[src/rtl/cdbu_pkg.sv]
// cdbu_pkg: register map, field positions and trap constants of the debug break unit
// assumes: registers sit in one alternate space reached by the core's load/store port
// Function
// - debug unit works only if enable pin was low at reset, else breaks off
// - only software breaks write trap type 255; every debug trap ignores the trap table base
// - debug trap vector is always 0x00000FF0, whatever the trap base register holds
// - debug traps run at priority 2, above everything except reset
// - debug traps may be taken while trap enable is zero, per control setting
// - with traps off and that control bit zero, only software breaks still occur
// - entry saves previous-supervisor and trap-enable; return writes them back
// - entry sets in-break-routine bit; return-from-trap while set clears it
// - break-active output is high while the break routine runs
// - in normal mode the debug unit stays idle to save power
// - in debug mode a low external break input raises a debug trap
// - external break held across reset release sends the core to the routine
// - two comparators trap on pc, privilege bit and enable all matching
// - single step traps after every executed instruction
// - trap-always with number 255 is a software break raising a debug trap
// - a 16-entry trace keeps fetched addresses while in debug mode, except while the break routine runs
// - status bits 15-12 point at the newest trace entry, address bits 5:2
// - status bit 6 flags external break; writing zero clears it
// - status bit 1 shows the enable level sampled at reset
// - status bits 3 and 2 are read/write match flags of comparators 1 and 2
package cdbu_pkg;
  localparam logic [7:0] DBG_ASI = 8'h01;
  localparam logic [31:0] OFS_BREAK_ADDR_1 = 32'h0000ff00;
  localparam logic [31:0] OFS_BREAK_ADDR_2 = 32'h0000ff04;
  localparam logic [31:0] OFS_CONTROL = 32'h0000ff18;
  localparam logic [31:0] OFS_STATUS = 32'h0000ff1c;
  localparam logic [31:0] OFS_TRACE_LO = 32'h0000ff40;
  localparam logic [31:0] OFS_TRACE_HI = 32'h0000ff7c;
  localparam logic [31:0] CONTROL_RESET = 32'h00000400;
  localparam logic [31:0] CONTROL_WR_MASK = 32'h0000e470;
  localparam logic [31:0] BREAK_ADDR_RESET = 32'h00000000;
  localparam logic [3:0] TRACE_PTR_RESET = 4'hf;
  localparam logic [7:0] TRAP_TYPE = 8'hff;
  localparam logic [31:0] TRAP_VECTOR = 32'h00000ff0;
  localparam logic [1:0] TRAP_LEVEL = 2'h2;
  localparam int CTL_PRIV_2 = 15;
  localparam int CTL_PRIV_1 = 14;
  localparam int CTL_SOFT_FLAG = 13;
  localparam int CTL_TRAPS_OFF = 10;
  localparam int CTL_IN_BREAK = 9;
  localparam int CTL_EN_2 = 6;
  localparam int CTL_EN_1 = 5;
  localparam int CTL_STEP = 4;
  localparam int ST_PTR_LSB = 12;
  localparam int ST_SAVED_PS = 9;
  localparam int ST_SAVED_ET = 8;
  localparam int ST_EXT_SEEN = 6;
  localparam int ST_MATCH_1 = 3;
  localparam int ST_MATCH_2 = 2;
  localparam int ST_MODE_N = 1;
  localparam int TRACE_DEPTH = 16;
endpackage

[src/rtl/cdbu_sync.sv]
// cdbu_sync: two-flop synchroniser for one asynchronous pin
// assumes: the pin may change at any time relative to ref_clk
`timescale 1ns/10ps
module cdbu_sync
(
  input wire logic ref_clk, // core clock
  input wire logic pin_in, // asynchronous pin level
  output logic pin_sync // level after two flops
);
  logic stage_1;

  // no reset so the pin level is visible while reset is held
  always_ff @(posedge ref_clk)
  begin
    stage_1 <= pin_in;
    pin_sync <= stage_1;
  end
endmodule

[src/rtl/cdbu_trace.sv]
// cdbu_trace: cyclic trace of fetched instruction addresses
// assumes: one write per clock at most; reads return word address bits 31:2
`timescale 1ns/10ps
module cdbu_trace
(
  input wire logic ref_clk, // core clock
  input wire logic reset, // synchronous, active high
  input wire logic wr_en, // store one fetched address
  input wire logic [29:0] wr_addr, // fetched address bits 31:2
  input wire logic [3:0] rd_index, // entry to read
  output logic [29:0] rd_addr, // entry contents, combinational
  output logic [3:0] newest // entry holding the newest address
);
  logic [29:0] entries [cdbu_pkg::TRACE_DEPTH];

  // pointer advances then the new address lands on it, wrapping over the oldest
  always_ff @(posedge ref_clk)
  begin
    if (reset)
      newest <= cdbu_pkg::TRACE_PTR_RESET;
    else if (wr_en)
      newest <= newest + 4'h1;
  end

  always_ff @(posedge ref_clk)
  begin
    if (wr_en)
      entries[newest + 4'h1] <= wr_addr;
  end

  assign rd_addr = entries[rd_index];
endmodule

[src/rtl/cdbu_unit.sv]
// cdbu_unit: debug break unit with comparators, step, software and external breaks
// assumes: the core takes trap_req at once and flags rett_exec on return-from-trap
`timescale 1ns/10ps
module cdbu_unit
(
  input wire logic ref_clk, // core clock, 200 MHz
  input wire logic reset, // synchronous, active high
  input wire logic debug_enable_n_pin, // low at reset selects debug mode
  input wire logic external_break_n, // asynchronous break request, low
  input wire logic reg_en, // register access strobe
  input wire logic reg_wr, // 1 write, 0 read
  input wire logic [7:0] reg_asi, // alternate space of the access
  input wire logic [31:0] reg_addr, // byte address of the access
  input wire logic [31:0] reg_wdata, // write data
  output logic [31:0] reg_rdata, // read data, one cycle after the strobe
  input wire logic pc_valid, // pc_exec holds an instruction about to execute
  input wire logic [31:0] pc_exec, // executing program counter
  input wire logic instr_done, // one instruction has completed
  input wire logic sw_break_instr, // trap-always 255 is executing
  input wire logic rett_exec, // return-from-trap is executing
  input wire logic psr_s, // supervisor bit
  input wire logic psr_ps, // previous-supervisor bit
  input wire logic psr_et, // trap enable bit
  input wire logic fetch_valid, // an instruction is fetched
  input wire logic [31:0] fetch_addr, // address of that fetch
  output logic trap_req, // one-cycle debug trap request
  output logic trap_set_tt, // write trap type into the base register
  output logic [7:0] trap_tt, // trap type of the debug trap
  output logic [31:0] trap_vector, // fixed entry address
  output logic [1:0] trap_level, // trap priority level
  output logic restore_req, // one-cycle write-back of saved bits
  output logic restore_ps, // previous-supervisor to restore
  output logic restore_et, // trap enable to restore
  output logic break_active_out // high while the break routine runs
);
  logic en_sync;
  logic ext_sync_n;
  logic debug_mode_n;
  logic debug_on;
  logic [31:0] ctl;
  logic in_break_routine;
  logic [29:0] instr_break_addr [2];
  logic [1:0] priv_sel;
  logic [1:0] addr_en;
  logic [1:0] pc_match;
  logic [1:0] addr_match_flag;
  logic saved_prev_supervisor;
  logic saved_trap_enable;
  logic ext_break_seen;
  logic ext_low;
  logic hw_gate;
  logic ext_hit;
  logic addr_hit;
  logic step_hit;
  logic sw_hit;
  logic next_trap;
  logic next_sw;
  logic trace_we;
  logic [29:0] trace_rd;
  logic [3:0] trace_newest_ptr;
  logic wr_strobe;
  logic rd_strobe;
  logic trace_sel;
  logic [31:0] next_rdata;

  // true when an access of this space hits the given register word
  function automatic logic reg_hit(input logic [31:0] a, input logic [31:0] ofs);
    return a[31:2] == ofs[31:2];
  endfunction

  // enable pin and external break both pass two flops first
  cdbu_sync u_en_sync
  (
    .ref_clk(ref_clk),
    .pin_in(debug_enable_n_pin),
    .pin_sync(en_sync)
  );

  cdbu_sync u_ext_sync
  (
    .ref_clk(ref_clk),
    .pin_in(external_break_n),
    .pin_sync(ext_sync_n)
  );

  // mode caught while reset is held, so the level at release stays
  always_ff @(posedge ref_clk)
  begin
    if (reset)
      debug_mode_n <= en_sync;
  end

  assign debug_on = ~debug_mode_n;
  assign wr_strobe = reg_en & reg_wr & (reg_asi == cdbu_pkg::DBG_ASI);
  assign rd_strobe = reg_en & ~reg_wr & (reg_asi == cdbu_pkg::DBG_ASI);
  assign trace_sel = reg_addr[31:6] == cdbu_pkg::OFS_TRACE_LO[31:6];

  // control word; the in-break bit is kept on its own
  always_ff @(posedge ref_clk)
  begin
    if (reset)
      ctl <= cdbu_pkg::CONTROL_RESET & cdbu_pkg::CONTROL_WR_MASK;
    else if (wr_strobe && reg_hit(reg_addr, cdbu_pkg::OFS_CONTROL))
      ctl <= reg_wdata & cdbu_pkg::CONTROL_WR_MASK;
  end

  assign priv_sel = {ctl[cdbu_pkg::CTL_PRIV_2], ctl[cdbu_pkg::CTL_PRIV_1]};
  assign addr_en = {ctl[cdbu_pkg::CTL_EN_2], ctl[cdbu_pkg::CTL_EN_1]};

  // comparators: address register, pc compare and match flag per channel
  for (genvar k = 0; k < 2; k++)
  begin : g_cmp
    localparam logic [31:0] OFS = (k == 0) ? cdbu_pkg::OFS_BREAK_ADDR_1
                                           : cdbu_pkg::OFS_BREAK_ADDR_2;
    localparam int FLAG_BIT = (k == 0) ? cdbu_pkg::ST_MATCH_1 : cdbu_pkg::ST_MATCH_2;

    always_ff @(posedge ref_clk)
    begin
      if (reset)
        instr_break_addr[k] <= cdbu_pkg::BREAK_ADDR_RESET[31:2];
      else if (wr_strobe && reg_hit(reg_addr, OFS))
        instr_break_addr[k] <= reg_wdata[31:2];
    end

    // pc bits 31:2, privilege and enable must all agree
    assign pc_match[k] = debug_on & pc_valid & addr_en[k]
                         & (pc_exec[31:2] == instr_break_addr[k])
                         & (priv_sel[k] == psr_s);

    // a match that traps sets the flag, and the set beats a write
    always_ff @(posedge ref_clk)
    begin
      if (reset)
        addr_match_flag[k] <= 1'b0;
      else if (pc_match[k] && !in_break_routine && hw_gate)
        addr_match_flag[k] <= 1'b1;
      else if (wr_strobe && reg_hit(reg_addr, cdbu_pkg::OFS_STATUS))
        addr_match_flag[k] <= reg_wdata[FLAG_BIT];
    end
  end

  // break sources; hardware and external ones need traps on or the override
  assign ext_low = ~ext_sync_n;
  assign hw_gate = psr_et | ctl[cdbu_pkg::CTL_TRAPS_OFF];
  assign ext_hit = debug_on & ext_low & ~in_break_routine & hw_gate;
  assign addr_hit = (|pc_match) & ~in_break_routine & hw_gate;
  assign step_hit = debug_on & ctl[cdbu_pkg::CTL_STEP] & instr_done
                    & ~in_break_routine & hw_gate;
  assign sw_hit = debug_on & sw_break_instr & ~in_break_routine;
  assign next_trap = (ext_hit | addr_hit | step_hit | sw_hit) & ~trap_req;
  assign next_sw = sw_hit & ~trap_req;

  // one-cycle trap request; type only written for software breaks
  always_ff @(posedge ref_clk)
  begin
    if (reset)
    begin
      trap_req <= 1'b0;
      trap_set_tt <= 1'b0;
    end
    else
    begin
      trap_req <= next_trap;
      trap_set_tt <= next_sw;
    end
  end

  assign trap_tt = cdbu_pkg::TRAP_TYPE;
  assign trap_vector = cdbu_pkg::TRAP_VECTOR;
  assign trap_level = cdbu_pkg::TRAP_LEVEL;

  // in-break bit: entry sets, return clears, software may also write it
  always_ff @(posedge ref_clk)
  begin
    if (reset)
      in_break_routine <= 1'b0;
    else if (next_trap)
      in_break_routine <= 1'b1;
    else if (rett_exec && in_break_routine)
      in_break_routine <= 1'b0;
    else if (wr_strobe && reg_hit(reg_addr, cdbu_pkg::OFS_CONTROL))
      in_break_routine <= reg_wdata[cdbu_pkg::CTL_IN_BREAK];
  end

  assign break_active_out = in_break_routine;

  // saved state bits, read only to software
  always_ff @(posedge ref_clk)
  begin
    if (reset)
    begin
      saved_prev_supervisor <= 1'b0;
      saved_trap_enable <= 1'b0;
    end
    else if (next_trap)
    begin
      saved_prev_supervisor <= psr_ps;
      saved_trap_enable <= psr_et;
    end
  end

  // write-back pulse on return from the break routine
  always_ff @(posedge ref_clk)
  begin
    if (reset)
      restore_req <= 1'b0;
    else
      restore_req <= rett_exec & in_break_routine;
  end

  assign restore_ps = saved_prev_supervisor;
  assign restore_et = saved_trap_enable;

  // external break flag: set wins over a clearing write of zero
  always_ff @(posedge ref_clk)
  begin
    if (reset)
      ext_break_seen <= 1'b0;
    else if (debug_on && ext_low && !in_break_routine)
      ext_break_seen <= 1'b1;
    else if (wr_strobe && reg_hit(reg_addr, cdbu_pkg::OFS_STATUS)
             && !reg_wdata[cdbu_pkg::ST_EXT_SEEN])
      ext_break_seen <= 1'b0;
  end

  // trace records fetches in debug mode except while the break routine runs
  assign trace_we = debug_on & fetch_valid & ~in_break_routine;

  cdbu_trace u_trace
  (
    .ref_clk(ref_clk),
    .reset(reset),
    .wr_en(trace_we),
    .wr_addr(fetch_addr[31:2]),
    .rd_index(reg_addr[5:2]),
    .rd_addr(trace_rd),
    .newest(trace_newest_ptr)
  );

  // read multiplexer; unmapped words read as zero
  always_comb
  begin
    next_rdata = 32'h00000000;
    if (reg_hit(reg_addr, cdbu_pkg::OFS_BREAK_ADDR_1))
      next_rdata = {instr_break_addr[0], 2'b00};
    else if (reg_hit(reg_addr, cdbu_pkg::OFS_BREAK_ADDR_2))
      next_rdata = {instr_break_addr[1], 2'b00};
    else if (reg_hit(reg_addr, cdbu_pkg::OFS_CONTROL))
    begin
      next_rdata = ctl;
      next_rdata[cdbu_pkg::CTL_IN_BREAK] = in_break_routine;
    end
    else if (reg_hit(reg_addr, cdbu_pkg::OFS_STATUS))
    begin
      next_rdata[cdbu_pkg::ST_PTR_LSB +: 4] = trace_newest_ptr;
      next_rdata[cdbu_pkg::ST_SAVED_PS] = saved_prev_supervisor;
      next_rdata[cdbu_pkg::ST_SAVED_ET] = saved_trap_enable;
      next_rdata[cdbu_pkg::ST_EXT_SEEN] = ext_break_seen;
      next_rdata[cdbu_pkg::ST_MATCH_1] = addr_match_flag[0];
      next_rdata[cdbu_pkg::ST_MATCH_2] = addr_match_flag[1];
      next_rdata[cdbu_pkg::ST_MODE_N] = debug_mode_n;
    end
    else if (trace_sel)
      next_rdata = {trace_rd, 2'b00};
  end

  // read data registered; holds until the next read
  always_ff @(posedge ref_clk)
  begin
    if (reset)
      reg_rdata <= 32'h00000000;
    else if (rd_strobe)
      reg_rdata <= next_rdata;
  end
endmodule

[config.mk]
export PLATFORM = sky130hd
export DESIGN_NAME = cdbu_unit
export DESIGN_NICKNAME = d
export VERILOG_FILES = /design/src/rtl/cdbu_pkg.sv /design/src/rtl/cdbu_sync.sv /design/src/rtl/cdbu_trace.sv /design/src/rtl/cdbu_unit.sv
export SDC_FILE = /design/constraint.sdc
export NUM_CORES = 1
export LEC_CHECK = 0
export ABC_CLOCK_PERIOD_IN_PS = 5950
export BUFFER_PORTS_ARGS = -buffer_cell sky130_fd_sc_hd__clkbuf_2
export CAP_MARGIN = 5
export CORE_MARGIN = 4
export CORE_UTILIZATION = 55
export CTS_CLUSTER_SIZE = 28
export DETAILED_ROUTE_END_ITERATION = 10
export GPL_ROUTABILITY_DRIVEN = 0
export PLACE_DENSITY = 0.75
export SLEW_MARGIN = 30
export SYNTH_ARGS = -nofsm -noshare
export SYNTH_HDL_FRONTEND = slang
export SYNTH_SLANG_ARGS = --single-unit
[constraint.sdc]
create_clock -name ref_clk -period 5.95 [get_ports ref_clk]
set_clock_uncertainty 0.1 [all_clocks]
set_input_delay 0.595 -clock ref_clk [delete_from_list [all_inputs] [get_ports ref_clk]]
set_output_delay 0.595 -clock ref_clk [all_outputs]
set_load 0.03 [all_outputs]
Yosys cells after proc, flatten, opt, wreduce, memory -nomap -nowiden. Memory sizes are Yosys's and may differ from the RTL's. Cells that the tools add are included.

Register bits after elaboration: 57. Memory bits (writable): 540. Input bits: 150. Logic and storage cells: 121. Memories kept: 2.

Memories: u_trace.entries (depth 16, width 30, read ports 1, clocked after memory_dff 0, wr ports 1, line cdbu_trace.sv:14) `logic [29:0] entries [cdbu_pkg::TRACE_DEPTH];`; instr_break_addr (depth 2, width 30, read ports 2, clocked after memory_dff 0, wr ports 2, line cdbu_unit.sv:42) `logic [29:0] instr_break_addr [2];`.

$add $sub $neg: 1. Equal/unequal tests: 10. Muxes and demuxes: 34. Bitwise operators: 38. Reductions and logical operators: 19.

Operators by type and width (number): two-way mux 32 bit (4); equality test 30 x 14 -> 1 bit (second input constant) (4); equality test 30 bit (2); two-way mux 30 bit (2); bitwise AND 1 bit (27); equality test 26 x 10 -> 1 bit (second input constant) (1); two-way mux 1 bit (22); two-way mux 16 bit (1); logical AND 1 bit (12); equality test 8 x 1 -> 1 bit (second input constant) (1); two-way mux 2 bit (3); bitwise OR 1 bit (6); nonzero test 2 bit (3); inverter 1 bit (5); adder 4 x 1 -> 4 bit (second input constant) (1); two-way mux 4 bit (1); two-way mux 3 bit (1); nonzero test 3 bit (1); equality test 1 bit (2); logical NOT 1 bit (2); OR reduction 2 bit (1).

Logic depth before layout (Yosys ltp).
Depth in word-level cells: 13. Depth in mapped cells: 10.

Modules after synthesis. A second synthesis with hierarchy kept.

Cells, all modules: 1395. Area, all modules: 24556.1 um^2.

Modules (own cells, without submodules): cdbu_trace (times used 1, cells each 793, area each 18607.8 um^2, seq. area each 14493.9 um^2); cdbu_unit (times used 1, cells each 598, area each 5868.1 um^2, seq. area each 2772.7 um^2); cdbu_sync (times used 2, cells each 2, area each 40.0 um^2, seq. area each 40.0 um^2).

Worst setup path before layout. No wires, ideal clock.

Path kind: input to register. Start: input reg_addr[31]. End: memory instr_break_addr[1][0] (enable). Setup time: 463 ps. Arrival time: 4321 ps. Required time: 5387 ps. Setup slack: 1066 ps. Stages: 5. Buffers on the path: 0. Cells stage by stage: or4b_1 nor4_2 nand2_1 or4_4 o31ai_1.

RTL lines: from (decl) (line cdbu_unit.sv:13) `input wire logic [31:0] reg_addr,`; to (decl) (line cdbu_unit.sv:42).

==> qor.txt <==
Critical Path Source Type = input port
CP startpoint = reg_addr[31]
Fill cell count = 2923
Number of max-cap violations = 0
Status = finished clean
Top Ports = 230
Tot GR Track Use = 24.5%
Max H-tree Level = 2
Dpl cell area = 25800 sq um
Slew Limit Headroom = 31.7%
Clock power share = 41.8%
CTS buffer count = 57
Hold Slack = 142 ps
Clk root buf = clkbuf_16
Total vias in the final route = 13400
Fmax = 326 MHz
DP HPWL = 35.1 mm
Top_reg_cell synth = edfxtp_1
RSZ-0062 raised after global routing = no
Die W = 218 um
Post-synth ARST share = 0%
Worst reg2reg path depth = 6
CP max FO = 30
PortBufs = 178
Avg Cell Area, Syn = 17.9 sq um
Nets = 1711
CTS tree = done
Synth warn = 0
Synth-to-Final Area Change = 14.9%
Sw frac = 21.7%
Worst VDD drop = 0.000193 V
Vias in the first global route = 13700
Endpoint type of the worst setup path = flip-flop
Post-route ant nets = 0
Tightest Pin Transition = 1020 ps
Post-synthesis sequential area ratio = 71.5%
Die Y-Extent = 218 um
PD cells = 325 nW/um^2
Post-synth EDFFs = 541
Crit share post-route = 51.6%
Final setup fails = 0
Crit path to = instr_break_addr[1][21]
Internal = 7.10 mW
Drt first pass iters = 5
Core ar. = 43400 sq um
Cell taking the most area after synthesis = edfxtp_1
Post-route DRC = 0
Setup_tns = 0 ps
LEAKAGE = 9.30 nW
Comb power frac = 6.5%
First-pass GRT wire length = 86.5 mm
Synth cell types = 51
Seq cells post-synth = 596
Layout cell share with drive strength beyond 1 = 29.2%
Synthesized cell area = 24300 sq um
Commonest non-fill, non-tap cell in the layout = edfxtp_1
Initial antenna violation count = 6
CTS sink cnt = 596
Critical Path RT = 6090 ps
Final WL = 58.6 mm
Synth area leaders = edfxtp_1 (67%), mux4_2 (12%), dfxtp_1 (4.5%)
Wirelength per Cell = 26.7 um
Synth top area share = 66.9%
Setup CP Type = input port to flip-flop
Final Max Tran Viols = 0
Worst-Skew Late Latency = 600 ps
Clock tree buffer depth = 3
Grt ovf = 0
Design area = 27900 sq um
Worst EP arrival = 3210 ps
Reg2reg end = u_trace.entries[6][6]
Reg power frac = 51.6%
Initial Utilization = 56.0%
Crit path time final = 3070 ps
Worst setup slack for register-to-register paths = 2970 ps
Final Hold Violating Endpoints = 0
Vias/cell = 6.10
FF-to-FF Start = u_trace.newest[0]
Clock Pin Slew Worst Setup and Hold Paths = 60 ps
Cells after synthesis = 1359
Largest net degree at the start of global routing = 67
DRT iter0 DRCs = 1624
Commonest cells after routing, fill and taps aside = edfxtp_1 (541), clkbuf_2 (176), mux4_2 (132)
Switching Power = 1.97 mW
Final Core Density = 64.3%
Die ar. = 47500 sq um
Hold/Removal Path Class = input port to flip-flop
Row cnt = 76
final cells by class:
class                           instances  area [sq um]  area share [%]
Clock buffer                           70          1610            5.78
Clock inverter                         38           392            1.41
Tap cell                              585           732            2.63
Multi-Input combinational cell        677          6570            23.6
Sequential cell                       596         17300            62.2
Antenna cell                            4          10.0          0.0359
Timing Repair Buffer                  213          1170            4.20
Inverter                               11          41.3           0.148
worst min path at each step:
stage,depth (start not counted),endpoint,start,slack (ps)
2_1_floorplan,0,u_en_sync.pin_sync,u_en_sync.stage_1,210
3_3_place_gp,0,u_en_sync.pin_sync,u_en_sync.stage_1,210
3_5_place_dp,0,u_en_sync.pin_sync,u_en_sync.stage_1,220
4_1_cts,3,restore_req,rett_exec,110
5_1_grt,2,trap_set_tt,sw_break_instr,140
6_report,3,restore_req,rett_exec,140
cell families (layout without fill, tap and decap cells):
group           Yosys count  count (layout)  share of synthesized area (%)
mux                     162             162                           13.5
simple gates            263             263                           5.75
fa+ha+maj                 5               5                          0.258
compound gates          140             140                           3.91
xor+xnor                 64              64                           2.31
buf+inv                 127             332                           2.76
flops                   596             596                           71.5
other cells               2              47                         0.0309
synthesized netlist by cell type, drive strengths merged (4+ instances only):
cell type	instances
a21oi	21
a22oi	36
a31oi	5
a32oi	18
and2	62
buf	72
clkbuf	44
dfxtp	55
edfxtp	541
ha	5
inv	10
mux2i	29
mux4	132
nand2	36
nand2b	6
nand3	29
nand4	19
nor2	67
nor2b	6
nor3	10
nor4	11
o2111ai	5
o21ai	36
o221ai	4
or3	4
xnor2	64
flip-flops by register name (all words and copies together) (netlist names):
name / cells
u_trace.entries: 480
instr_break_addr: 60
reg_rdata: 31
ctl: 7
u_trace.newest: 4
addr_match_flag: 2
break_active_out: 1
debug_mode_n: 1
ext_break_seen: 1
restore_et: 1
restore_ps: 1
restore_req: 1
trap_req: 1
trap_set_tt: 1
u_en_sync.pin_sync: 1
u_en_sync.stage_1: 1
u_ext_sync.pin_sync: 1
u_ext_sync.stage_1: 1
power by group through the flow:
| stage | Combinational (mW) | Clock [mW] | Sequential [mW] |
|---|---|---|---|
| 6_report | 0.592 | 3.79 | 4.68 |
| 5_1_grt | 0.634 | 4.04 | 4.69 |
| 4_1_cts | 0.592 | 3.84 | 4.68 |
| 3_5_place_dp | 0.586 | 0 | 4.77 |
| 3_3_place_gp | 0.574 | 0 | 4.76 |
| 2_1_floorplan | 0.366 | 0 | 4.76 |
critical path, cell delays in order:
cell	delay, ps
clkbuf_2	80
or4b_1	520
nor4_2	270
nand2_1	400
or4_4	670
o31ai_4	180
buf_4	460
repair_timing:
action | CTS | global route
gates resized for setup | 0 | 0
buffers inserted | 0 | 0
endpoints found under the hold margin | 2 | 0
endpoints found under the setup margin | 0 | 0
hold buffers | 2 | 0
metrics by stage:
stage                     instances  setup slack (ps)  total power [mW]
after floorplan                1400              1070              5.13
after global placement         2080              2290              5.34
after detailed placement       2080              2250              5.36
after CTS                      2190              2890              9.11
after global routing           2192              2740              9.36
final                          2194              2880              9.07
layer usage:
metal  GRT usage, %  wire (um)  vias to the layer above
met5              0         41                        -
met4           6.53       1420                        6
met3           5.48       5320                      104
met2           40.8      29300                      734
met1           33.4      22500                     6812
li1               -          -                     5724
Note: power is estimated with default switching activity, not from simulation.
